--- src/cpb_map.vh ---
// address map, timing counts and state codes for the core-to-peripheral bridge
// assumes a single 100 MHz core clock; peripheral rate is an enable pulse
`ifndef CPB_MAP_VH
`define CPB_MAP_VH

// ---------------------------------------------------------------
// register space
// ---------------------------------------------------------------
`define CPB_ADDR_W        32
`define CPB_DATA_W        32
`define CPB_REG_LO        32'h00000000
`define CPB_REG_HI        32'h0003FFFF
// addresses at or above this split point are peripheral-clock registers
`define CPB_PERIPH_BASE   32'h00030000
`define CPB_REGSEL_W      16
`define CPB_REGSEL_LSB    2

// ---------------------------------------------------------------
// cycle counts in core cycles
// ---------------------------------------------------------------
`define CPB_CNT_W         4
`define CPB_WR_RISE       4'h4
`define CPB_WR_FALL       4'h5
`define CPB_RD_RISE       4'h7
`define CPB_RD_FALL       4'h8
`define CPB_CORE_RD       4'h2
`define CPB_COND_WR       4'h3
`define CPB_COND_RD       4'hA
`define CPB_ABT_CORE_WR   4'h2
`define CPB_ABT_CORE_RD   4'h3
`define CPB_ABT_PER       4'h4
`define CPB_ONE           4'h1

// ---------------------------------------------------------------
// state codes, one-hot
// ---------------------------------------------------------------
`define CPB_ST_W          4
`define CPB_ST_IDLE       4'h1
`define CPB_ST_HOLD       4'h2
`define CPB_ST_PRD        4'h4
`define CPB_ST_CRD        4'h8

// ---------------------------------------------------------------
// grant codes
// ---------------------------------------------------------------
`define CPB_GNT_W         4
`define CPB_GNT_DM        4'h1
`define CPB_GNT_PM        4'h2
`define CPB_GNT_IO0       4'h4
`define CPB_GNT_IO1       4'h8

`endif

--- src/cpb_bridge.v ---
// core-to-peripheral register bridge: decode, strobes, stall timing, arbitration
// assumes one clock clk; peripheral logic samples strobes on per_en pulses and
// the buffer status and read data inputs are already on clk
//
// Functional notes
// - addresses 0x0 to 0x3FFFF are register space, split core and peripheral.
// - peripheral clock is exactly half the core clock.
// - peripheral writes go through a buffer that completes on its own.
// - isolated bridge write takes one core cycle from the core's view.
// - peripheral write terminates in 4 cycles on rising, 5 on falling phase.
// - a read right after a write returns the written value.
// - back to back writes stall one cycle each after the first.
// - writes on alternate cycles never stall.
// - peripheral reads take 7 or 8 cycles depending on phase.
// - reads never overlap; back to back read equals isolated read.
// - reads following a read align to the falling peripheral edge.
// - core-domain writes do not stall; core-domain reads take two cycles.
// - bridge decodes address into read and write strobes; core moves data.
// - conditional peripheral access costs 3 cycles write, 10 read.
// - aborted access costs 2/3 core domain, 4/4 peripheral domain.
// - write then read of one peripheral register takes 8 or 9; the read does not wait for the write.
// - full or empty buffer stalls the core unless buffer_hang_disable is set.
// - hold-off on a full transmit buffer adds one core cycle.
// - interrupted access after a write adds one stall cycle; an interrupted core-domain write is still taken at once, with no stall.
// - one bus at a time gets a register; core and transfer engine ports.
// - contention grants data bus, then program bus, then io buses.
//
// the write buffer holds a single entry; a new write that arrives while
// the entry still waits for its peripheral edge pushes the old entry out
// at once, so no write is ever lost, at the cost of an early strobe
//
// core_stall is combinational: the core sees the release in the last
// counted cycle and moves on at that same edge
`include "cpb_map.vh"

module cpb_bridge
(
    // clock and reset
    input  wire                      clk,
    input  wire                      reset,
    // core request
    input  wire                      core_req,
    input  wire                      core_we,
    input  wire [`CPB_ADDR_W-1:0]    core_addr,
    input  wire [`CPB_DATA_W-1:0]    core_wdata,
    input  wire                      core_cond,
    input  wire                      core_abort,
    input  wire                      core_intr,
    output wire                      core_stall,
    output reg  [`CPB_DATA_W-1:0]    core_rdata,
    output reg                       core_rvalid,
    // peripheral buffer status
    input  wire                      buf_full,
    input  wire                      buf_empty,
    input  wire                      buffer_hang_disable,
    // core-domain register strobes
    output reg                       creg_wr,
    output reg                       creg_rd,
    output reg  [`CPB_REGSEL_W-1:0]  creg_sel,
    input  wire [`CPB_DATA_W-1:0]    creg_rdata,
    // peripheral-domain register strobes
    output reg                       per_en,
    output reg                       per_wr,
    output reg                       per_rd,
    output reg  [`CPB_REGSEL_W-1:0]  per_sel,
    output reg  [`CPB_DATA_W-1:0]    per_wdata,
    input  wire [`CPB_DATA_W-1:0]    per_rdata,
    // bus arbitration per register
    input  wire                      data_mem_bus_req,
    input  wire                      program_mem_bus_req,
    input  wire                      io_bus_0_req,
    input  wire                      io_bus_1_req,
    output reg  [`CPB_GNT_W-1:0]     bus_grant
);

    // ---------------------------------------------------------------
    // decode
    // ---------------------------------------------------------------
    wire in_space  = (core_addr >= `CPB_REG_LO) && (core_addr <= `CPB_REG_HI);
    wire is_per    = in_space && (core_addr >= `CPB_PERIPH_BASE);
    wire is_core   = in_space && !is_per;
    wire [`CPB_REGSEL_W-1:0] sel =
        core_addr[`CPB_REGSEL_LSB+`CPB_REGSEL_W-1:`CPB_REGSEL_LSB];

    // ---------------------------------------------------------------
    // peripheral phase divider
    // ---------------------------------------------------------------
    reg phase_reg;
    always @(posedge clk)
    begin
        if (reset)
            phase_reg <= 1'b0;
        else
            phase_reg <= ~phase_reg;
    end
    // phase_reg low marks the rising half of the peripheral period
    wire rise_half = ~phase_reg;

    // ---------------------------------------------------------------
    // state
    // ---------------------------------------------------------------
    reg [`CPB_ST_W-1:0]  state_reg;
    reg [`CPB_CNT_W-1:0] cnt_reg;
    reg                  wbuf_busy_reg;
    reg [`CPB_CNT_W-1:0] wcnt_reg;
    reg [`CPB_REGSEL_W-1:0] wsel_reg;
    reg [`CPB_DATA_W-1:0]   wdata_reg;
    // high for one cycle after a write entered the buffer
    reg                  wfresh_reg;
    reg                  last_wr_reg;
    reg                  after_rd_reg;
    reg                  rd_per_reg;
    reg [`CPB_REGSEL_W-1:0] rsel_reg;

    wire idle = (state_reg == `CPB_ST_IDLE);

    // hang on full/empty buffer unless disabled
    wire hang = core_req && is_per && !buffer_hang_disable &&
                ((core_we && buf_full) || (!core_we && buf_empty));

    // a write one cycle behind the last buffered write stalls one cycle
    // a write on the alternate cycle is taken without a stall
    wire wr_collide = core_req && core_we && is_per && wbuf_busy_reg && wfresh_reg;

    // a full transmit buffer with hang disabled is held off, not taken
    wire held_off = core_req && core_we && is_per && buf_full && buffer_hang_disable;

    // a write that meets a free buffer is taken at once
    wire take_wr = idle && core_req && core_we && is_per && !hang && !wr_collide &&
                   !held_off && !core_abort && !core_cond && !core_intr;
    // core writes complete in one cycle
    wire take_cwr = idle && core_req && core_we && is_core && !core_abort;

    // a multi-cycle access releases the core in its last counted cycle
    wire finishing = !idle && (cnt_reg <= `CPB_ONE);

    // stall whenever a request is not finishing this cycle
    assign core_stall = hang || (!idle && !finishing) ||
                        (idle && core_req && in_space && !take_wr && !take_cwr);

    // ---------------------------------------------------------------
    // cost selection for multi-cycle accesses
    // ---------------------------------------------------------------
    reg [`CPB_CNT_W-1:0] cost;
    always @*
    begin
        cost = `CPB_ONE;
        if (core_abort)
            cost = is_per ? `CPB_ABT_PER : (core_we ? `CPB_ABT_CORE_WR : `CPB_ABT_CORE_RD);
        else if (core_cond && is_per)
            cost = core_we ? `CPB_COND_WR : `CPB_COND_RD;
        else if (!core_we && is_per)
            // phase sets read length, reads after a read use falling
            cost = (rise_half && !after_rd_reg) ? `CPB_RD_RISE : `CPB_RD_FALL;
        else if (!core_we)
            cost = `CPB_CORE_RD;
        else if (wr_collide)
            cost = `CPB_ONE + `CPB_ONE;
        // held-off transmit access pays one more
        if (core_we && is_per && buf_full && buffer_hang_disable)
            cost = cost + `CPB_ONE;
        // interrupted access after a write pays one more
        if (core_intr && last_wr_reg)
            cost = cost + `CPB_ONE;
    end

    // ---------------------------------------------------------------
    // main sequencer
    // ---------------------------------------------------------------
    always @(posedge clk)
    begin
        if (reset)
        begin
            state_reg    <= `CPB_ST_IDLE;
            cnt_reg      <= {`CPB_CNT_W{1'b0}};
            last_wr_reg  <= 1'b0;
            after_rd_reg <= 1'b0;
            rd_per_reg   <= 1'b0;
            rsel_reg     <= {`CPB_REGSEL_W{1'b0}};
            core_rdata   <= {`CPB_DATA_W{1'b0}};
            core_rvalid  <= 1'b0;
        end
        else
        begin
            core_rvalid <= 1'b0;
            case (state_reg)
                `CPB_ST_IDLE:
                begin
                    if (core_req && in_space && !hang)
                    begin
                        last_wr_reg <= core_we;
                        if (!take_wr && !take_cwr)
                        begin
                            // one access in flight at a time
                            cnt_reg    <= cost - `CPB_ONE;
                            rd_per_reg <= is_per && !core_we && !core_abort;
                            rsel_reg   <= sel;
                            if (!core_we && !core_abort)
                                state_reg <= is_per ? `CPB_ST_PRD : `CPB_ST_CRD;
                            else
                                state_reg <= `CPB_ST_HOLD;
                        end
                    end
                    if (!core_req)
                        after_rd_reg <= 1'b0;
                end
                `CPB_ST_HOLD, `CPB_ST_CRD, `CPB_ST_PRD:
                begin
                    if (cnt_reg <= `CPB_ONE)
                    begin
                        state_reg <= `CPB_ST_IDLE;
                        if (state_reg != `CPB_ST_HOLD)
                        begin
                            // data returns as the stall drops
                            core_rdata   <= rd_per_reg ? per_rdata : creg_rdata;
                            core_rvalid  <= 1'b1;
                            after_rd_reg <= rd_per_reg;
                        end
                    end
                    cnt_reg <= cnt_reg - `CPB_ONE;
                end
                default:
                    state_reg <= `CPB_ST_IDLE;
            endcase
        end
    end

    // ---------------------------------------------------------------
    // write buffer and strobes
    // ---------------------------------------------------------------
    wire per_wr_go = take_wr || (state_reg == `CPB_ST_HOLD && cnt_reg <= `CPB_ONE &&
                                 !core_abort && core_we && is_per);
    always @(posedge clk)
    begin
        if (reset)
        begin
            wbuf_busy_reg <= 1'b0;
            wfresh_reg    <= 1'b0;
            wcnt_reg      <= {`CPB_CNT_W{1'b0}};
            wsel_reg      <= {`CPB_REGSEL_W{1'b0}};
            wdata_reg     <= {`CPB_DATA_W{1'b0}};
            per_en        <= 1'b0;
            per_wr        <= 1'b0;
            per_rd        <= 1'b0;
            per_sel       <= {`CPB_REGSEL_W{1'b0}};
            per_wdata     <= {`CPB_DATA_W{1'b0}};
            creg_wr       <= 1'b0;
            creg_rd       <= 1'b0;
            creg_sel      <= {`CPB_REGSEL_W{1'b0}};
        end
        else
        begin
            per_en  <= rise_half;
            per_wr  <= 1'b0;
            per_rd  <= 1'b0;
            creg_wr <= 1'b0;
            creg_rd <= 1'b0;
            wfresh_reg <= per_wr_go;
            if (per_wr_go)
            begin
                // a pending entry is pushed out before it is replaced
                if (wbuf_busy_reg)
                begin
                    per_wr    <= 1'b1;
                    per_sel   <= wsel_reg;
                    per_wdata <= wdata_reg;
                end
                // buffered write, 4 or 5 cycles by phase
                wbuf_busy_reg <= 1'b1;
                wcnt_reg      <= rise_half ? `CPB_WR_RISE : `CPB_WR_FALL;
                wsel_reg      <= sel;
                wdata_reg     <= core_wdata;
            end
            else if (wbuf_busy_reg)
            begin
                wcnt_reg <= wcnt_reg - `CPB_ONE;
                // strobe lands on a peripheral edge
                if (wcnt_reg == `CPB_ONE + `CPB_ONE)
                begin
                    per_wr    <= 1'b1;
                    per_sel   <= wsel_reg;
                    per_wdata <= wdata_reg;
                end
                if (wcnt_reg == `CPB_ONE)
                    wbuf_busy_reg <= 1'b0;
            end
            // read strobe issues only once the buffer has drained
            // two cycles before the end any earlier write has landed,
            // since the longest write is shorter than the shortest read
            if (state_reg == `CPB_ST_PRD && cnt_reg == `CPB_ONE + `CPB_ONE &&
                !wbuf_busy_reg)
            begin
                per_rd  <= 1'b1;
                per_sel <= rsel_reg;
            end
            if (take_cwr)
            begin
                creg_wr  <= 1'b1;
                creg_sel <= sel;
            end
            if (idle && core_req && !core_we && is_core && !core_abort)
            begin
                creg_rd  <= 1'b1;
                creg_sel <= sel;
            end
        end
    end

    // ---------------------------------------------------------------
    // register arbitration
    // ---------------------------------------------------------------
    // one grant, fixed priority
    // a lower bus waits as long as a higher one keeps asking; the
    // requesters are expected to release between transfers
    always @(posedge clk)
    begin
        if (reset)
            bus_grant <= {`CPB_GNT_W{1'b0}};
        else if (data_mem_bus_req)
            bus_grant <= `CPB_GNT_DM;
        else if (program_mem_bus_req)
            bus_grant <= `CPB_GNT_PM;
        else if (io_bus_0_req)
            bus_grant <= `CPB_GNT_IO0;
        else if (io_bus_1_req)
            bus_grant <= `CPB_GNT_IO1;
        else
            bus_grant <= {`CPB_GNT_W{1'b0}};
    end

endmodule

--- config.mk ---
export PLATFORM = sky130hd
export DESIGN_NAME = cpb_bridge
export DESIGN_NICKNAME = d
export VERILOG_FILES = /design/src/cpb_bridge.v
export VERILOG_INCLUDE_DIRS = /design/src
export SDC_FILE = /design/constraint.sdc
export NUM_CORES = 1
export LEC_CHECK = 0
export ABC_AREA = 1
export BUFFER_PORTS_ARGS = -buffer_cell sky130_fd_sc_hd__buf_2
export CORE_MARGIN = 3
export CORE_UTILIZATION = 51
export DETAILED_ROUTE_END_ITERATION = 10
export PLACE_DENSITY_LB_ADDON = 0.3
export REMOVE_ABC_BUFFERS = 1
export SLEW_MARGIN = 20
export SYNTH_ARGS = -nofsm -noshare
export SYNTH_HDL_FRONTEND = slang
export SYNTH_SLANG_ARGS = --single-unit
--- constraint.sdc ---
create_clock -name clk -period 3.5 [get_ports clk]
set_clock_uncertainty 0.2 [all_clocks]
set_input_delay 0.525 -clock clk [delete_from_list [all_inputs] [get_ports clk]]
set_output_delay 0.525 -clock clk [all_outputs]
set_load 0.005 [all_outputs]
## Word-level counts from Yosys, hierarchy flattened

Cells that the tools add are included.

| operators by class | value |
|---|---|
| $add $sub $neg | 5 |
| magnitude comparators | 4 |
| equality and inequality tests | 13 |
| mux-type cells | 54 |
| bitwise logic cells | 3 |
| reductions and logical operators | 89 |

Operator list:

| operator | count |
|---|---|
| two-way mux 32 bit | 5 |
| two-way mux 16 bit | 7 |
| two-way mux 4 bit | 17 |
| logical AND 1 bit | 51 |
| greater-or-equal comparator 32 x 1 -> 1 bit (second input constant) | 1 |
| greater-or-equal comparator 32 x 18 -> 1 bit (second input constant) | 1 |
| <= comparator 32 x 18 -> 1 bit (second input constant) | 1 |
| two-way mux 1 bit | 17 |
| one-hot mux 4 bit (2 select lines) | 2 |
| zero test 1 bit | 15 |
| equality test 4 x 2 -> 1 bit (second input constant) | 3 |
| AND reduction 3 bit | 4 |
| subtractor 4 x 1 -> 4 bit (second input constant) | 3 |
| nonzero test 2 bit | 5 |
| OR reduction 3 bit | 3 |
| adder 4 x 1 -> 4 bit (second input constant) | 2 |
| equality test 4 x 1 -> 1 bit (second input constant) | 2 |
| two-way mux 2 bit | 3 |
| two-way mux 3 bit | 2 |
| inequality test 2 bit (second input constant) | 3 |
| AND reduction 2 bit | 3 |
| equality test 4 x 3 -> 1 bit (second input constant) | 1 |
| equality test 4 bit (second input constant) | 1 |
| <= comparator 4 x 1 -> 1 bit (second input constant) | 1 |
| 9 further kinds | 15 |

| word-level totals | value |
|---|---|
| register bits | 187 |
| bits of input ports | 142 |
| output and inout port bits | 107 |
| word-level logic and storage cells | 193 |

## Longest topological paths before layout

| depth | value |
|---|---|
| word-level depth | 19 |
| depth in mapped cells | 24 |

## Least setup slack after synthesis

Ideal clock, no wire load.

| timing path | value |
|---|---|
| path kind | in2reg |
| from | input port core_addr[19] |
| to | register cnt_reg[2] |
| library setup time | 0.071 ns |
| arrival time | 2.907 ns |
| data required time | 3.229 ns |
| slack | 0.322 ns |
| stages on the path | 18 |
| cells stage by stage | nor2_1 > inv_1 > nor2_2 > nand3_1 > inv_1 > nor2_1 > nor2_1 > a21boi_0 > ha_1 > nand2_1 > nand2_1 > ha_1 > or2_2 > nand2_1 > ha_1 > xor2_1 > nand2_1 > a21oi_1 |

| between the ends | value |
|---|---|
| cells in the longest elaborated chain, start to end | 19 |
| elaborated cells on any way between the ends | 54 |

RTL lines:

| what | RTL line | source |
|---|---|---|
| start, declared | cpb_bridge.v:44 | `` input wire [`CPB_ADDR_W-1:0] core_addr, `` |
| greater-or-equal comparator 32 x 1 -> 1 bit (no line) / <= comparator 32 x 18 -> 1 bit (equally long branches) | n/a |  |
| logical AND 1 bit | cpb_bridge.v:79 | `` wire in_space = (core_addr >= `CPB_REG_LO) && (core_addr <= `CPB_REG_HI); `` |
| logical AND 1 bit | cpb_bridge.v:80 | `` wire is_per = in_space && (core_addr >= `CPB_PERIPH_BASE); `` |
| logical AND 1 bit | cpb_bridge.v:123, cpb_bridge.v:126 |  |
| logical AND 1 bit (2 in series) | cpb_bridge.v:123 | `wire wr_collide = core_req && core_we && is_per && wbuf_busy_reg && wfresh_reg;` |
| two-way mux 2 bit | cpb_bridge.v:157 | `else if (wr_collide)` |
| two-way mux 2 bit | cpb_bridge.v:155 | `else if (!core_we)` |
| two-way mux 4 bit | cpb_bridge.v:152 | `else if (!core_we && is_per)` |
| [... 2 more ...] | n/a |  |
| adder 4 x 1 -> 4 bit (no line) | n/a |  |
| two-way mux 4 bit | cpb_bridge.v:160 | `if (core_we && is_per && buf_full && buffer_hang_disable)` |
| adder 4 x 1 -> 4 bit (no line) | n/a |  |
| two-way mux 4 bit | cpb_bridge.v:163 | `if (core_intr && last_wr_reg)` |
| subtractor 4 x 1 -> 4 bit (no line) | n/a |  |
| two-way mux 4 bit | cpb_bridge.v:192 | `if (!take_wr && !take_cwr)` |
| two-way mux 4 bit | cpb_bridge.v:189 | `if (core_req && in_space && !hang)` |
| one-hot mux 4 bit (2 select lines) | cpb_bridge.v:186 | `case (state_reg)` |
| end signal, assigned | cpb_bridge.v:175 | `` cnt_reg <= {`CPB_CNT_W{1'b0}}; `` |
| end signal, assigned | cpb_bridge.v:195 | `` cnt_reg <= cost - `CPB_ONE; `` |
| end signal, assigned | cpb_bridge.v:220 | `` cnt_reg <= cnt_reg - `CPB_ONE; `` |
| end, declared | cpb_bridge.v:103 | `` reg [`CPB_CNT_W-1:0] cnt_reg; `` |

Parallel ways exist; a longest one is shown, timed or not. The select of a mux whose other input is x is not followed.
A chain may end at the register's enable or synchronous reset.

## Worst setup path after layout

Ends and elaborated chain as after synthesis.

==> impl_metrics.csv <==
group,metric,value,unit
cells_and_area,final_area,9600,um2
clock_tree,cts_max_path_buffers,2,
floorplan,num_rows,44,
timing,tightest_slew,0.984,ns
setup_path,slowest_stage,"ha_1",
logic_synthesis,syn-instance-count,1005,
global_routing,grt-ovfl-total,0,
global_routing,grt_start_max_net_pins,65,
route,num_vias,7306,
logic_synthesis,ys.flop_type,"dfxtp_1",
place,dp_cells,1393,
setup_path,cp_cell_sequence,"buf_2, nor2_1, inv_1, nor2_2, nand3_1, inv_1, nor2_1, o21ai_1, nand2_1, inv_1, ha_1, nand2_1, nand2_1, ha_1, or2_2, nand2_1, ha_1, xor2_1, nand2_1, a21oi_1",
clock_tree,clock_latency,0.43,ns
floorplan,ios,249,
setup_path,slowest_delay,0.29,ns
cells_and_area,n_antenna_cell,0,
setup_path,path_class,"in -> reg",
setup_path,arrival,3.25,ns
logic_synthesis,synth_top_area_share,49.2,%
setup_path,crit_top_cell,"nand2_1",
logic_synthesis,yosysSeqAreaShare,49.2,%
run_status,status,"completed",
power,combPwrFrac,4.4,%
clock_tree,cts_hold_buf,0,
setup_path,cp_max_fo,3,
clock_tree,postCtsSetupRepairBufs,0,
clock_tree,htree_levels,4,
cells_and_area,finalNonFillerCells,1425,
global_routing,grt_pass1_vias,6545,
cells_and_area,drive_above_1_share,26.3,%
clock_tree,clk_pin_slew,0.07,ns
clock_tree,cts_buffers,17,
logic_synthesis,synth_common_cells,"187 x dfxtp_1, 179 x nor2_1, 154 x nand2_1, 139 x o21ai_0, 64 x a21oi_1",
logic_synthesis,synth-async-reset-ratio,0,%
setup_path,cp-end-kind,"flip-flop",
route,first_pass_iters,5,
power,switching_share,22.8,%
timing,setup_tns,0,ns
cells_and_area,nets,1379,
run,cap_viol_max_count,0,
floorplan,die_w,128,um
setup_path,critPathBufInv,4,
floorplan,die_area,16400,um2
floorplan,coreArea,14600,um2
timing,slew_violations,0,
floorplan,start_util,52.2,%
setup_path,cp-start-kind,"primary input",
logic_synthesis,syn_area,7620,um2
cells_and_area,fillers,1284,
logic_synthesis,synth_area_leaders,"dfxtp_1 49%, o21ai_0 9.1%, nor2_1 8.8%",
logic_synthesis,synth.most_common_cell,"dfxtp_1",
place,io_buffers,246,
power,pwr-share-seq,48.8,%
floorplan,die_y,128,um
logic_synthesis,synth.distinct_cells,38,
power,p_per_area,455,nW/um2
logic_synthesis,ys_seq_elements,187,
timing,rsz0062_at_grt,"no",
route,ant_nets,0,
cells_and_area,syn2layout_area_growth,26.0,%
setup_path,critical-path-top-delay-family,"simple AND/OR/NAND/NOR gates",
power,p_sw,995,uW
logic_synthesis,syn_area_per_cell,7.58,um2
clock_tree,clockRootBuffer,"clkbuf_16",
power,leakage,0.00463,uW
logic_synthesis,synth_edf_count,0,
timing,post-route-min-period,3.10,ns
clock_tree,cts_tree,"yes",
timing,setup_viol,0,
timing,hold-worst-slack,0.0805,ns
logic_synthesis,yosys.area.top_type,"dfxtp_1",
clock_tree,clock-sinks,187,
route,routed_wl,20200,um
timing,max_slew_margin,34.3,%
route,drc,0,
timing,max_freq,0.323,GHz
place,dp_hpwl,14300,um
place,gp_congestion,0.918,
setup_path,worstPathRequired,3.65,ns
route,wl_per_cell,14.1,um
place,placed_area,8970,um2
power,p_clk_share,46.8,%
timing,final-hold-violation-count,0,
timing,period_share,88.4,%
route,via_per_inst,5.13,
power,vdd_drop_max,0.321,mV
clock_tree,post_cts_resize_count,0,
global_routing,grt_pass1_wl,31800,um
cells_and_area,multi_input_area,3350,um2
global_routing,grt_usage,23.8,%
logic_synthesis,yosysWarnings,0,
route,drtIter0Drc,425,
min_path,holdCritPathClass,"in -> reg",
cells_and_area,seq_area,3740,um2
power,p_int,3370,uW
global_routing,antenna_found_initial,0,
## power groups by stage
| stage | registers (uW) | logic (uW) | clock network [uW] |
|---|---|---|---|
| after CTS | 2130 | 192 | 2070 |
| after global routing | 2130 | 215 | 2150 |
| after floorplan | 2180 | 73.0 | 0 |
| after detailed placement | 2180 | 191 | 0 |
| final | 2130 | 191 | 2050 |
| after global placement | 2180 | 189 | 0 |
## cells by family after synthesis
| group | after synthesis | share of synthesized area [%] |
|---|---|---|
| AOI/OAI and AO/OA | 267 | 18.7 |
| xor gates and xnor gates | 2 | 0.230 |
| adders and majority gates | 9 | 1.48 |
| buffers and inverters | 125 | 6.97 |
| DFF | 187 | 49.2 |
| muxes | 9 | 1.33 |
| and+or+nand+nor | 406 | 22.1 |
## worst paths after layout
check | start | end | slack (ns) | cells after the start
max | core_addr[19] | cnt_reg[2] | 0.40 | 20
max reg2reg | per_en | cnt_reg[2] | 0.41 | 14
min reg2reg | rsel_reg[12] | per_sel[12] | 0.26 | 2
min | data_mem_bus_req | bus_grant[1] | 0.08 | 2
## layer usage
metal	vias to the layer above	GRT usage, %	share of wire [%]	routed length (um)
li1	3785	-	-	-
met1	3256	29.8	43	8690
met2	244	40.1	48	9680
met3	21	5.96	7.2	1450
met4	0	8.05	1.7	333
met5	-	0	0	0
## per-stage QoR
| stage | utilization (%) | setup slack [ns] | total power [uW] |
|---|---|---|---|
| detailed placement | 61.5 | 0.0269 | 2370 |
| finish | 65.8 | 0.405 | 4370 |
| global route | 65.8 | 0.147 | 4500 |
| global placement | 61.5 | 0.0893 | 2370 |
| CTS | 65.8 | 0.404 | 4390 |
| floorplan | - | -0.129 | 2250 |
## final cells by class
type                            count  share of cell area (%)
Clock inverter                     15                    2.12
Sequential cell                   187                    39.0
Multi-Input combinational cell    693                    34.9
Inverter                           64                    2.54
Tap cell                          184                    2.40
Timing Repair Buffer              265                    14.6
Clock buffer                       17                    4.43
## layout by cell type, fill, tap and decap left out, types with 3 or more instances in the layout
master and count:
ha_1 9, clkinv_2 3, nand2_2 3, bufinv_16 3
o21ai_0 139, dfxtp_1 187, a21oi_1 64, buf_2 246
a211oi_1 5, clkbuf_16 17, o2111ai_1 3, nor3_1 6
mux2_2 9, o211ai_1 3, a31oi_1 34, nor2_2 5
inv_1 61, nand2_1 153, o21ai_1 14, buf_4 17
nor2_1 178, inv_8 4, nor2_4 3, nand4_1 8
nand3_1 43, inv_6 4
Power figures use the tool's default switching activity.
